[src/hdl/mdcp_defs.svh]
// How it works
// [RULE1] The port only answers frames addressed to it and never starts a transfer on its own.
// [RULE2] A read of word 0x3000 returns 1 running forward, 2 running reverse, 3 stopped; writes are refused.
// [RULE3] A read of word 0x8000 returns the active fault code, zero with no fault; writes are refused.
// [RULE4] A write to word 0x2000 decodes 1..7 as forward run, reverse run, forward jog, reverse jog, coast stop, ramp stop, fault reset.
// [RULE5] A command reaches the drive only while command_source_select holds 2.
// [RULE6] Every sent frame carries a 16-bit check value over the whole message as two bytes.
// [RULE7] Received frames have their check value recomputed and compared; a mismatch is a transmission error.
// [RULE8] The check register is preset to 0xffff before the first byte of every message.
// [RULE9] Only the eight data bits of each character enter the check calculation.
// [RULE10] Each byte is xored into the low end, then eight right shifts with 0xa001 xored in when a one falls out.
// [RULE11] The final register value is the check value, sent low byte first, then high byte.
// [RULE12] An exception reply echoes the station, returns the function code plus 0x80, one code byte and the check value.
// [RULE13] A write to a read-only word is refused with code 6; a frame with a bad check value is answered with code 3.
// [RULE14] A command value outside 1..7 is ignored and answered with the out-of-range exception.
// [RULE15] A frame with a bad check value updates nothing and issues no command.
`ifndef MDCP_DEFS_SVH
`define MDCP_DEFS_SVH

`define MDCP_REG_COMMAND 16'h2000
`define MDCP_REG_RUN_STATE 16'h3000
`define MDCP_REG_FAULT 16'h8000

`define MDCP_FC_READ 8'h03
`define MDCP_FC_WRITE 8'h06
`define MDCP_FC_EXC_FLAG 8'h80

`define MDCP_EXC_FUNCTION 8'h02
`define MDCP_EXC_CRC 8'h03
`define MDCP_EXC_ADDRESS 8'h04
`define MDCP_EXC_RANGE 8'h05
`define MDCP_EXC_READ_ONLY 8'h06

`define MDCP_RUN_FORWARD 16'h0001
`define MDCP_RUN_REVERSE 16'h0002
`define MDCP_RUN_STOPPED 16'h0003

`define MDCP_CMD_MIN 16'h0001
`define MDCP_CMD_MAX 16'h0007
`define MDCP_CMD_SRC_SERIAL 4'h2
`define MDCP_READ_COUNT 16'h0001
`define MDCP_READ_BYTES 8'h02
`define MDCP_BROADCAST 8'h00

`define MDCP_CRC_PRESET 16'hffff
`define MDCP_CRC_POLY 16'ha001
`define MDCP_CRC_BITS 8

`define MDCP_REQ_LEN 4'h8
`define MDCP_REQ_BODY 4'h6
`define MDCP_REQ_OVER 4'h9
`define MDCP_LEN_READ 3'h5
`define MDCP_LEN_WRITE 3'h6
`define MDCP_LEN_EXC 3'h3

`endif

[src/hdl/mdcp_pkg.sv]
package mdcp_pkg;

    typedef enum logic [2:0] {
        MDCP_CMD_NONE = 3'h0,
        MDCP_CMD_FWD_RUN = 3'h1,
        MDCP_CMD_REV_RUN = 3'h2,
        MDCP_CMD_FWD_JOG = 3'h3,
        MDCP_CMD_REV_JOG = 3'h4,
        MDCP_CMD_COAST_STOP = 3'h5,
        MDCP_CMD_RAMP_STOP = 3'h6,
        MDCP_CMD_FAULT_RESET = 3'h7
    } mdcp_cmd_type;

    typedef enum {
        MDCP_ST_RECEIVE,
        MDCP_ST_EVALUATE,
        MDCP_ST_SEND
    } mdcp_state_type;

    typedef struct packed {
        logic running;
        logic reverse;
        logic [15:0] fault_code;
    } mdcp_status_type;

    typedef struct packed {
        logic [7:0] station;
        logic [7:0] func;
        logic [15:0] word_addr;
        logic [15:0] value;
        logic [15:0] check;
    } mdcp_req_type;

endpackage

[src/hdl/mdcp_crc.sv]
`timescale 1ns/1ps
`default_nettype none
`include "mdcp_defs.svh"

module mdcp_crc (
    input wire logic mclk,
    input wire logic reset,
    input wire logic clk_en,
    input wire logic preset,
    input wire logic feed,
    input wire logic [7:0] data_byte,
    output logic [15:0] crc
);
    logic [15:0] next_crc;

    always_comb begin
        next_crc = crc;
        if (preset) begin
            next_crc = `MDCP_CRC_PRESET; // see [RULE8]
        end else if (feed) begin
            // Whole byte in one cycle; framing bits never reach here
            next_crc = crc ^ {8'h00, data_byte}; // see [RULE9]
            for (int i = 0; i < `MDCP_CRC_BITS; i++) begin
                if (next_crc[0]) begin
                    next_crc = (next_crc >> 1) ^ `MDCP_CRC_POLY; // see [RULE10]
                end else begin
                    next_crc = next_crc >> 1;
                end
            end
        end
    end

    always_ff @(posedge mclk) begin
        if (reset) begin
            crc <= `MDCP_CRC_PRESET;
        end else if (clk_en) begin
            crc <= next_crc;
        end
    end
endmodule // mdcp_crc

`default_nettype wire

[src/hdl/mdcp_port.sv]
`timescale 1ns/1ps
`default_nettype none
`include "mdcp_defs.svh"

module mdcp_port (
    input wire logic mclk,
    input wire logic reset,
    input wire logic clk_en,
    input wire logic [7:0] station_addr,
    input wire logic [3:0] command_source_select,
    input wire logic rx_valid,
    input wire logic [7:0] rx_data,
    input wire logic rx_frame_end,
    output logic tx_valid,
    output logic [7:0] tx_data,
    input wire logic tx_ready,
    input wire mdcp_pkg::mdcp_status_type drive_status,
    output logic drive_cmd_valid,
    output mdcp_pkg::mdcp_cmd_type drive_cmd
);
    import mdcp_pkg::*;

    mdcp_state_type state;
    mdcp_state_type next_state;
    logic [7:0] rx_buf [0:7];
    logic [7:0] next_rx_buf [0:7];
    logic [3:0] rx_count;
    logic [3:0] next_rx_count;
    logic [7:0] tx_buf [0:5];
    logic [7:0] next_tx_buf [0:5];
    logic [2:0] tx_len;
    logic [2:0] next_tx_len;
    logic [2:0] tx_idx;
    logic [2:0] next_tx_idx;
    logic next_tx_valid;
    logic [7:0] next_tx_data;
    logic next_drive_cmd_valid;
    mdcp_cmd_type next_drive_cmd;

    logic rx_crc_preset;
    logic rx_crc_feed;
    logic [15:0] rx_crc;
    logic tx_crc_preset;
    logic tx_crc_feed;
    logic [15:0] tx_crc;

    mdcp_req_type req;
    logic [15:0] run_state_word;
    logic [15:0] fault_word;
    // Frame verdict, worked out every cycle and used only in evaluate
    logic frame_whole;
    logic frame_for_us;
    logic reply;
    logic exc;
    logic [7:0] exc_code;
    logic [15:0] read_word;
    logic cmd_issue;

    // Receive side checks bytes before the two check bytes only
    mdcp_crc rx_check (
        .mclk(mclk),
        .reset(reset),
        .clk_en(clk_en),
        .preset(rx_crc_preset),
        .feed(rx_crc_feed),
        .data_byte(rx_data),
        .crc(rx_crc)
    );

    mdcp_crc tx_check (
        .mclk(mclk),
        .reset(reset),
        .clk_en(clk_en),
        .preset(tx_crc_preset),
        .feed(tx_crc_feed),
        .data_byte(next_tx_data),
        .crc(tx_crc)
    );

    assign req = {rx_buf[0], rx_buf[1], rx_buf[2], rx_buf[3], rx_buf[4], rx_buf[5], rx_buf[7], rx_buf[6]};

    always_comb begin
        if (!drive_status.running) begin
            run_state_word = `MDCP_RUN_STOPPED; // see [RULE2]
        end else if (drive_status.reverse) begin
            run_state_word = `MDCP_RUN_REVERSE; // see [RULE2]
        end else begin
            run_state_word = `MDCP_RUN_FORWARD; // see [RULE2]
        end
        fault_word = drive_status.fault_code; // see [RULE3]
    end

    // Receive path feeds the checker while collecting the body
    assign rx_crc_feed = (state == MDCP_ST_RECEIVE) && rx_valid && (rx_count < `MDCP_REQ_BODY); // see [RULE7]
    // Preset once the verdict is taken, ready for the next message
    assign rx_crc_preset = (state == MDCP_ST_EVALUATE); // see [RULE8]
    assign tx_crc_preset = (state == MDCP_ST_EVALUATE); // see [RULE8]
    assign tx_crc_feed = (state == MDCP_ST_SEND) && !tx_valid && (tx_idx < tx_len); // see [RULE6]

    // Only whole frames for this station or broadcast are acted on
    always_comb begin
        frame_whole = (rx_count == `MDCP_REQ_LEN);
        frame_for_us = (req.station == station_addr) || (req.station == `MDCP_BROADCAST); // see [RULE1]
        reply = 1'b0;
        exc = 1'b0;
        exc_code = 8'h00;
        read_word = 16'h0000;
        cmd_issue = 1'b0;
        // Short, long or foreign frames are dropped without a word
        if (frame_whole && frame_for_us) begin
            reply = (req.station == station_addr); // see [RULE1]
            if (rx_crc != req.check) begin
                // Nothing is written or issued on a corrupt frame
                exc = 1'b1; // see [RULE7]
                exc_code = `MDCP_EXC_CRC; // see [RULE13] [RULE15]
            end else if (req.func == `MDCP_FC_READ) begin
                if (req.value != `MDCP_READ_COUNT) begin
                    exc = 1'b1;
                    exc_code = `MDCP_EXC_RANGE;
                end else if (req.word_addr == `MDCP_REG_RUN_STATE) begin
                    read_word = run_state_word; // see [RULE2]
                end else if (req.word_addr == `MDCP_REG_FAULT) begin
                    read_word = fault_word; // see [RULE3]
                end else begin
                    // Command word is write-only and reads as unknown
                    exc = 1'b1;
                    exc_code = `MDCP_EXC_ADDRESS;
                end
            end else if (req.func == `MDCP_FC_WRITE) begin
                if ((req.word_addr == `MDCP_REG_RUN_STATE) || (req.word_addr == `MDCP_REG_FAULT)) begin
                    exc = 1'b1;
                    exc_code = `MDCP_EXC_READ_ONLY; // see [RULE13] [RULE2] [RULE3]
                end else if (req.word_addr != `MDCP_REG_COMMAND) begin
                    exc = 1'b1;
                    exc_code = `MDCP_EXC_ADDRESS;
                end else if ((req.value < `MDCP_CMD_MIN) || (req.value > `MDCP_CMD_MAX)) begin
                    exc = 1'b1;
                    exc_code = `MDCP_EXC_RANGE; // see [RULE14]
                end else if (command_source_select == `MDCP_CMD_SRC_SERIAL) begin // see [RULE5]
                    cmd_issue = 1'b1; // see [RULE4]
                end
            end else begin
                exc = 1'b1;
                exc_code = `MDCP_EXC_FUNCTION;
            end
        end
    end

    // Receive group: bytes kept in arrival order, count parked past the limit
    always_comb begin
        next_rx_count = rx_count;
        for (int i = 0; i < 8; i++) begin
            next_rx_buf[i] = rx_buf[i];
        end
        if (state == MDCP_ST_RECEIVE) begin
            if (rx_valid) begin
                if (rx_count < `MDCP_REQ_LEN) begin
                    next_rx_buf[rx_count[2:0]] = rx_data;
                    next_rx_count = rx_count + 4'h1;
                end else begin
                    // Too long: marked so the frame is dropped
                    next_rx_count = `MDCP_REQ_OVER;
                end
            end
        end else begin
            // Half duplex: bytes during evaluate or reply are lost
            next_rx_count = 4'h0;
        end
    end

    always_ff @(posedge mclk) begin
        if (reset) begin
            rx_count <= 4'h0;
            for (int i = 0; i < 8; i++) begin
                rx_buf[i] <= 8'h00;
            end
        end else if (clk_en) begin
            rx_count <= next_rx_count;
            for (int i = 0; i < 8; i++) begin
                rx_buf[i] <= next_rx_buf[i];
            end
        end
    end

    // Sequencing and reply group
    always_comb begin
        next_state = state;
        next_tx_len = tx_len;
        next_tx_idx = tx_idx;
        next_tx_valid = tx_valid;
        next_tx_data = tx_data;
        for (int i = 0; i < 6; i++) begin
            next_tx_buf[i] = tx_buf[i];
        end

        case (state)
            MDCP_ST_RECEIVE: begin
                if (rx_frame_end) begin
                    next_state = MDCP_ST_EVALUATE;
                end
            end

            MDCP_ST_EVALUATE: begin
                next_state = MDCP_ST_RECEIVE;
                next_tx_buf[0] = req.station;
                next_tx_buf[1] = req.func;
                if (exc) begin
                    next_tx_buf[1] = req.func | `MDCP_FC_EXC_FLAG; // see [RULE12]
                    next_tx_buf[2] = exc_code; // see [RULE12]
                    next_tx_len = `MDCP_LEN_EXC;
                end else if (req.func == `MDCP_FC_READ) begin
                    next_tx_buf[2] = `MDCP_READ_BYTES;
                    next_tx_buf[3] = read_word[15:8];
                    next_tx_buf[4] = read_word[7:0];
                    next_tx_len = `MDCP_LEN_READ;
                end else begin
                    // Write is answered by echoing the request
                    next_tx_buf[2] = rx_buf[2];
                    next_tx_buf[3] = rx_buf[3];
                    next_tx_buf[4] = rx_buf[4];
                    next_tx_buf[5] = rx_buf[5];
                    next_tx_len = `MDCP_LEN_WRITE;
                end
                next_tx_idx = 3'h0;
                if (reply) begin
                    next_state = MDCP_ST_SEND; // see [RULE1]
                end
            end

            MDCP_ST_SEND: begin
                // Half duplex: received bytes are ignored while sending
                if (!tx_valid) begin
                    next_tx_valid = 1'b1;
                    if (tx_idx < tx_len) begin
                        next_tx_data = tx_buf[tx_idx];
                    end else if (tx_idx == tx_len) begin
                        next_tx_data = tx_crc[7:0]; // see [RULE11] [RULE6]
                    end else begin
                        next_tx_data = tx_crc[15:8]; // see [RULE11] [RULE6]
                    end
                end else if (tx_ready) begin
                    next_tx_valid = 1'b0;
                    next_tx_idx = tx_idx + 3'h1;
                    if (tx_idx == tx_len + 3'h1) begin
                        next_state = MDCP_ST_RECEIVE;
                    end
                end
            end

            default: begin
                next_state = MDCP_ST_RECEIVE;
                next_tx_valid = 1'b0;
            end
        endcase
    end

    always_ff @(posedge mclk) begin
        if (reset) begin
            state <= MDCP_ST_RECEIVE;
            tx_len <= 3'h0;
            tx_idx <= 3'h0;
            tx_valid <= 1'b0;
            tx_data <= 8'h00;
            for (int i = 0; i < 6; i++) begin
                tx_buf[i] <= 8'h00;
            end
        end else if (clk_en) begin
            state <= next_state;
            tx_len <= next_tx_len;
            tx_idx <= next_tx_idx;
            tx_valid <= next_tx_valid;
            tx_data <= next_tx_data;
            for (int i = 0; i < 6; i++) begin
                tx_buf[i] <= next_tx_buf[i];
            end
        end
    end

    // Command group: one strobe per accepted command, code held until the next
    // Issued before the reply starts, so a stalled link never delays the drive
    always_comb begin
        next_drive_cmd_valid = 1'b0;
        next_drive_cmd = drive_cmd;
        if ((state == MDCP_ST_EVALUATE) && cmd_issue) begin
            next_drive_cmd_valid = 1'b1; // see [RULE5] [RULE15]
            next_drive_cmd = mdcp_cmd_type'(req.value[2:0]); // see [RULE4]
        end
    end

    always_ff @(posedge mclk) begin
        if (reset) begin
            drive_cmd_valid <= 1'b0;
            drive_cmd <= MDCP_CMD_NONE;
        end else if (clk_en) begin
            drive_cmd_valid <= next_drive_cmd_valid;
            drive_cmd <= next_drive_cmd;
        end
    end
endmodule // mdcp_port

`default_nettype wire

[config.mk]
export PLATFORM = sky130hd
export DESIGN_NAME = mdcp_port
export DESIGN_NICKNAME = d
export VERILOG_FILES = /design/src/hdl/mdcp_pkg.sv /design/src/hdl/mdcp_crc.sv /design/src/hdl/mdcp_port.sv
export VERILOG_INCLUDE_DIRS = /design/src /design/src/hdl
export SDC_FILE = /design/constraint.sdc
export NUM_CORES = 1
export LEC_CHECK = 0
export BUFFER_PORTS_ARGS = -buffer_cell sky130_fd_sc_hd__buf_4
export CELL_PAD_IN_SITES_DETAIL_PLACEMENT = 1
export CELL_PAD_IN_SITES_GLOBAL_PLACEMENT = 1
export CORE_MARGIN = 2
export CORE_UTILIZATION = 49
export DETAILED_ROUTE_END_ITERATION = 8
export GPL_TIMING_DRIVEN = 0
export PLACE_DENSITY_LB_ADDON = 0.3
export SLEW_MARGIN = 20
export SYNTH_ARGS = -nofsm -noshare
export SYNTH_HDL_FRONTEND = slang
export SYNTH_SLANG_ARGS = --single-unit
[constraint.sdc]
create_clock -name mclk -period 3.45 [get_ports mclk]
set_input_delay 0.69 -clock mclk [delete_from_list [all_inputs] [get_ports mclk]]
set_output_delay 0.69 -clock mclk [all_outputs]
set_load 0.01 [all_outputs]
==> metrics.md, run 1 <==
| Metric | Value |
|---|---|
| Worst path slowest cell | `nor4_2` |
| Fin crit share | `0.963` |
| CP required | `3.78 ns` |
| Synth Register Bits | `roughly 170` |
| Clk_lat worst skew | `0.44 ns` |
| Async S/R FF share, synth | `0` |
| Number of diodes | `0` |
| First-pass GRT wire length | `roughly 42 mm` |
| Largest net degree at the start of global routing | `between 40 and 50` |
| Initial antenna violation count | `0` |
| Final WL | `approximately 28 mm` |
| Max Clock Skew | `0.0104 ns` |
| R2R cell count | `11` |
| Worst-path cell chain | `inv_1 > ha_1 > nand3_1 > buf_2 > mux2i_1 > and4_1 > nor4_2 > xor2_1 > xnor2_2 > xnor3_1 > o32a_1` |
| CTS Hold Bufs | `0` |
| Library cells used by synthesis | `61` |
| Final ANT Viol Nets | `0` |
| Die height | `between 100 and 150 um` |
| Sw frac | `0.276` |
| RR Endpoint | `tx_check.crc[0]` |
| Wirelength per Cell | `around 23 um` |
| Final instance count without filler cells | `between 1k and 1.5k` |
| Clock sink count | `roughly 170` |
| Pre-antenna DRT Iters | `5` |
| Clock transition at path regs | `0.07 ns` |
| Max_cap viols | `0` |
| TritonCTS clock tree | `yes` |
| Final HPWL DP | `just over 20 mm` |
| Number of placed instances, taps included | `1171` |
| Pre-CTS WS | `-0.309 ns` |
| Reg2reg start | `tx_len[2]` |
| DRT iter0 DRCs | `between 500 and 600` |
| Hold EP | `tx_len[0]` |
| Fraction of layout instances using a drive strength above 1 | `0.140` |
| Slew headroom | `0.300` |
| Global route overflow | `0` |
| Synth-to-layout area growth | `14.5%` |
| Buffers on Ports | `between 40 and 50` |
| Core area | `0.0186 mm^2` |
| Cell Int Power | `around 3500 uW` |
| Least-Margin Pin Slew | `1.04 ns` |
| Die area | `0.0200 mm^2` |
| Clock root cell | `clkbuf_16` |
| Setup CP Type | `flip-flop to flip-flop` |
| HP Class | `flip-flop to flip-flop` |
| Sequential share of the synthesized area | `0.494` |
| Hold Startpoint | `tx_len[0]` |
| Total GRT Usage | `0.279` |
| DR vias | `between 7k and 8k` |
| Final hold viol count | `0` |
| Hold_ws | `0.512 ns` |
| Status | `complete, no violations` |
| Startpoint Class | `flip-flop` |
| Crit path arrival time | `~3.7 ns` |
| Reg-to-reg setup timing slack | `between 0.1 and 0.15 ns` |
| EDFF count, synth | `112` |
| Core Util, Final | `0.569` |
| Starting Density | `0.497` |
| Pleak | `roughly 0.0040 uW` |
| # rows | `50` |
| Ys Warns | `0` |
| Sequential Power Share | `0.503` |
| Top delay family on crit path | `XOR/XNOR gates` |
| Number of remaining DRC errors | `0` |
| Nets | `around 1.0k` |
| Worst Slack Setup Final | `between 0.1 and 0.15 ns` |
| Vias per cell | `just over 6` |
| CTS buffer count | `17` |
| Longest Clk Path Bufs | `2` |
| Htree depth | `4` |
| Placer Congestion | `0.852` |
| Psw | `1330 uW` |
| Hold path depth | `2` |
| Slew Limit Fails | `0` |
| Vias in the first global route | `between 7k and 8k` |
| Critical path buffers and inverters | `2` |
| Die width | `roughly 140 um` |
| Setup-failing EPs final | `0` |
| Crit path max fanout | `9` |
| Syn nets | `roughly 940` |
| Total power after layout | `between 4000 and 5000 uW` |
| Pwr per Cell Area | `455 mW/mm^2` |
| Achievable clock frequency | `~300 MHz` |
| Max incr delay on CP | `roughly 0.43 ns` |
| Io pins | `57` |
| Syn_area_per_cell | `approximately 10 um^2` |
| Min Tclk post-route | `~3.3 ns` |
| Worst setup EP type | `flip-flop` |
| Comb pwr share | `0.107` |
| Maximum vdd ir drop | `between 0.0004 and 0.0005 V` |
| Clock power frac | `0.389` |
| Top_reg_cell synth | `edfxtp_1` |
| Synth Instances | `about 900` |
| Post-synthesis cell area | `between 0.009 and 0.01 mm^2` |
## sequential cells by signal, summed over array words and instances, names as in the netlist, named ones only
register / cells
drive_cmd: 3
drive_cmd_valid: 1
rx_buf: 64
rx_check.crc: 16
rx_count: 4
state: 2
tx_buf: 48
tx_check.crc: 16
tx_data: 8
tx_idx: 3
tx_len: 3
tx_valid: 1
## worst reg2reg max path: stages (launching register included)
cell and delay (ns):
dfxtp_1 0.35, inv_1 0.10, ha_1 0.34, nand3_1 0.11, buf_2 0.28, mux2i_1 0.18
and4_1 0.24, nor4_2 0.43, xor2_1 0.33, xnor2_2 0.21, xnor3_1 0.36, o32a_1 0.29
## repair_timing
action | in CTS | in global routing
pin swaps | 1 | 7
setup endpoints to repair | 37 | 64
buffers inserted | 1 | 3
resized for setup | 10 | 8
## cells in the final DEF, fill, tap and decap left out, drive strengths merged, types with 9 or more instances in the layout
master / Yosys / routed
xor2: 16 / 16
and2: 17 / 17
a21oi: 50 / 50
xnor2: 53 / 53
clkbuf: 49 / 65
mux2i: 61 / 61
a22o: 19 / 19
nand4: 9 / 9
nor3: 32 / 32
edfxtp: 112 / 112
and3: 18 / 18
buf: 13 / 65
nand2b: 23 / 23
nand2: 87 / 87
inv: 20 / 29
o21ai: 15 / 15
nor2: 85 / 85
dfxtp: 60 / 60
nor4: 26 / 26
o22ai: 10 / 10
o21bai: 18 / 18
nor3b: 9 / 9
## through the flow
| step | instance area, um^2 | setup TNS, ns |
|---|---|---|
| after global routing | 10600 | -0.00299 |
| final | 10600 | 0 |
| after detailed placement | 9890 | -3.11 |
| after global placement | 9890 | -2.46 |
| after floorplan | 9230 | 0 |
| after CTS | 10500 | 0 |
## worst max-delay path by stage
stage | depth (start not counted) | start | slack, ns | endpoint
3_3_place_gp | 8 | rx_buf[0][13] | -0.26 | tx_buf[5][5]
3_5_place_dp | 8 | rx_buf[0][13] | -0.31 | tx_buf[5][4]
6_report | 11 | tx_len[2] | 0.13 | tx_check.crc[0]
4_1_cts | 10 | rx_buf[0][13] | 0.002 | tx_buf[3][4]
5_1_grt | 10 | rx_buf[0][13] | -0.003 | tx_buf[4][6]
2_1_floorplan | 8 | rx_buf[0][11] | 0.35 | tx_buf[5][0]
## area by class of cell
cell class	instances	area [um^2]
plain buffers	61	264
clock buffers	17	425
clock inverters	15	143
fillers	2030	8000
inverters	20	78.8
multi-input cells	635	4420
flip-flops and latches	172	4560
well taps	234	293
repair buffers	52	390
## synthesized netlist by cell type, types with 17 or more instances
| master | number | area share |
|---|---|---|
| o21bai_1 | 18 | 0.015 |
| clkbuf_1 | 49 | 0.020 |
| nor2_1 | 84 | 0.034 |
| edfxtp_1 | 112 | 0.36 |
| nand2_1 | 87 | 0.035 |
| nor4_1 | 20 | 0.014 |
| and2_1 | 17 | 0.012 |
| inv_1 | 18 | 0.0073 |
| xnor2_1 | 53 | 0.050 |
| nor3_1 | 32 | 0.017 |
| and3_1 | 18 | 0.012 |
| mux2i_1 | 61 | 0.066 |
| a21oi_1 | 50 | 0.027 |
| dfxtp_1 | 60 | 0.13 |
| a22o_1 | 19 | 0.018 |
| nand2b_1 | 23 | 0.016 |
## power groups by stage
stage	combinational, uW	clock, uW	sequential, uW
6_report	516	1870	2420
2_1_floorplan	359	0	2400
3_5_place_dp	504	0	2460
4_1_cts	513	1890	2420
3_3_place_gp	485	0	2450
5_1_grt	560	1960	2430
## cells by family after synthesis
group                      count (synthesis)  share of synthesized area
adders and majority gates                  6                    0.00813
xor gates and xnor gates                  70                     0.0703
muxes                                     75                     0.0930
and+or+nand+nor                          344                      0.194
AOI/OAI and AO/OA                        140                      0.103
DFF                                      172                      0.494
buffers and inverters                     82                     0.0367
## per-layer routing
metal / vias to the layer above / track usage / routed length, um / share of wire
met3: 26 / 0.0452 / 1380 / 0.050
met2: 199 / 0.449 / 13000 / 0.47
met1: 3708 / 0.395 / 12700 / 0.46
met4: 0 / 0.0774 / 477 / 0.017
met5: - / 0 / 0 / 0
li1: 3360 / - / - / -
Note: power is estimated with default switching activity, not from simulation.
==> run 2: changes to the inputs <==
Settings changed: CORE_ASPECT_RATIO from default to 0.9.
==> run 2 against run 1 <==
Sequential share of layout area is 0.12 points lower. Worst setup slack worse by 0.053 ns. Wire length is 4.7% higher. Via count is 1.6% higher. Non-clock buffer count stayed put. Design area is 0.28% higher. Largest cell class unchanged.
==> metrics.md, run 2 (synthesized netlist as in run 1, its figures left out) <==
| Metric | Value |
|---|---|
| Final ANT Viol Nets | `0` |
| Clock power frac | `0.385` |
| CTS buffer count | `17` |
| Top flop regs | `rx_buf (64), tx_buf (48)` |
| Clock root cell | `clkbuf_16` |
| HP Class | `flip-flop to flip-flop` |
| Number of placed instances, taps included | `roughly 1.2k` |
| Final WL | `between 20 and 30 mm` |
| Status | `complete, no violations` |
| Most flops, register | `rx_buf` |
| Die width | `149 um` |
| Sw frac | `0.265` |
| Largest net degree at the start of global routing | `between 40 and 50` |
| Crit path arrival time | `between 3 and 4 ns` |
| Final instance count without filler cells | `approximately 1.2k` |
| Final HPWL DP | `just over 20 mm` |
| Clock sink count | `between 150 and 200` |
| Setup-failing EPs final | `0` |
| Pwr per Cell Area | `between 400 and 500 mW/mm^2` |
| Htree depth | `4` |
| Core area | `0.0184 mm^2` |
| Die height | `134 um` |
| CP required | `roughly 3.8 ns` |
| Worst-path cell chain | `buf_6 > buf_12 > mux2i_1 > mux4_2 > a41o_1 > nor4_4 > xor2_2 > xnor2_2 > xnor3_1 > o32a_1` |
| Pleak | `approximately 0.004 uW` |
| CTS Hold Bufs | `0` |
| Commonest non-fill, non-tap cell in the layout | `edfxtp_1` |
| Least-Margin Pin Slew | `slightly below 1 ns` |
| Critical path buffers and inverters | `2` |
| Cell Int Power | `roughly 3500 uW` |
| TritonCTS clock tree | `yes` |
| Total GRT Usage | `0.298` |
| DR vias | `7413` |
| DRT iter0 DRCs | `677` |
| Nets | `about 1.0k` |
| Comb pwr share | `0.109` |
| Wirelength per Cell | `between 20 and 25 um` |
| Buffers on Ports | `48` |
| Startpoint Class | `flip-flop` |
| Number of remaining DRC errors | `0` |
| Starting Density | `0.502` |
| Die area | `between 0.015 and 0.02 mm^2` |
| Global route overflow | `0` |
| Fin crit share | `0.978` |
| Longest Clk Path Bufs | `2` |
| Vias in the first global route | `about 7.6k` |
| Placer Congestion | `approximately 0.87` |
| Pre-antenna DRT Iters | `5` |
| Crit path max fanout | `10` |
| Clk_lat worst skew | `~0.43 ns` |
| Min Tclk post-route | `3.37 ns` |
| Max Clock Skew | `roughly 0.011 ns` |
| Worst path slowest cell | `mux4_2` |
| Io pins | `57` |
| # rows | `47` |
| First-pass GRT wire length | `between 40 and 50 mm` |
| Max incr delay on CP | `around 0.53 ns` |
| Slew Limit Fails | `0` |
| Initial antenna violation count | `1` |
| Psw | `~1300 uW` |
| Final hold viol count | `0` |
| Max_cap viols | `0` |
| Fraction of layout instances using a drive strength above 1 | `0.138` |
| Flip-flop count of the largest register after layout | `between 60 and 70` |
| Vias per cell | `roughly 6.1` |
| Top delay family on crit path | `XOR/XNOR gates` |
| Hold_ws | `around 0.49 ns` |
| Setup CP Type | `flip-flop to flip-flop` |
| Achievable clock frequency | `between 200 and 300 MHz` |
| Most frequent cells in the layout | `edfxtp_1 (112), nand2_1 (87), nor2_1 (84)` |
| Maximum vdd ir drop | `approximately 0.00033 V` |
| Worst setup EP type | `flip-flop` |
| Sequential Power Share | `0.506` |
| Synth-to-layout area growth | `14.9%` |
| Clock transition at path regs | `0.07 ns` |
| Slew headroom | `0.336` |
[run 2: cell count changes in the layout (fill, tap and decap cells not counted), sizes merged]
cell | before | now
buf | 65 | 66
bufinv | 0 | 1
clkbuf | 65 | 66
clkinv | 4 | 8
diode | 0 | 1
inv | 29 | 22
[run 2: path summary, 6_finish.rpt]
check	from	end	slack [ns]	depth (start not counted)
setup reg to reg	flip-flop	tx_check.crc[0]	0.08	10
hold reg to reg	tx_len[0]	tx_len[0]	0.49	2
hold / removal	tx_len[0]	tx_len[0]	0.49	2
setup / recovery	flip-flop	tx_check.crc[0]	0.08	10
[run 2: timing repair]
item | CTS | global route
resized for setup | 13 | 12
endpoints found under the setup margin | 47 | 52
buffers inserted | 2 | 3
pin swaps | 4 | 7
[run 2: layout make-up]
| cell class | instances | area [um^2] |
|---|---|---|
| Sequential cell | 172 | 4560 |
| Timing Repair Buffer | 53 | 398 |
| Fill cell | 2018 | 7800 |
| Buffer | 60 | 265 |
| Inverter | 20 | 75.1 |
| Multi-Input combinational cell | 635 | 4440 |
| Clock buffer | 19 | 433 |
| Tap cell | 245 | 307 |
| Clock inverter | 13 | 118 |
| Antenna cell | 1 | 2.50 |
[run 2: worst reg2reg max path, cell delays in order, from the launching register on]
cell and delay (ns):
dfxtp_1 0.31, buf_6 0.14, buf_12 0.15, mux2i_1 0.12, mux4_2 0.53, a41o_1 0.30
nor4_4 0.45, xor2_2 0.20, xnor2_2 0.32, xnor3_1 0.41, o32a_1 0.32
[run 2: layer usage]
metal	global-route usage	wire length, um
met1	0.424	13100
met2	0.478	13600
met3	0.0473	1730
met4	0.0799	527
met5	0	0
[run 2: power groups by stage]
stage / Combinational (uW) / Clock (uW) / Sequential, uW
floorplan: 359 / 0 / 2400
global placement: 484 / 0 / 2450
detailed placement: 503 / 0 / 2460
CTS: 515 / 1850 / 2420
global route: 568 / 1930 / 2430
finish: 520 / 1840 / 2420
[run 2: per-stage QoR]
stage	area (um^2)	util	setup slack [ns]	total power, uW	setup TNS [ns]
floorplan	9230	-	0.348	2760	0
global placement	9900	0.538	-0.346	2940	-4.06
detailed placement	9910	0.538	-0.427	2960	-5.71
CTS	10500	0.573	0.00375	4790	0
global route	10600	0.576	-0.0409	4930	-0.0409
finish	10600	0.576	0.0754	4790	0
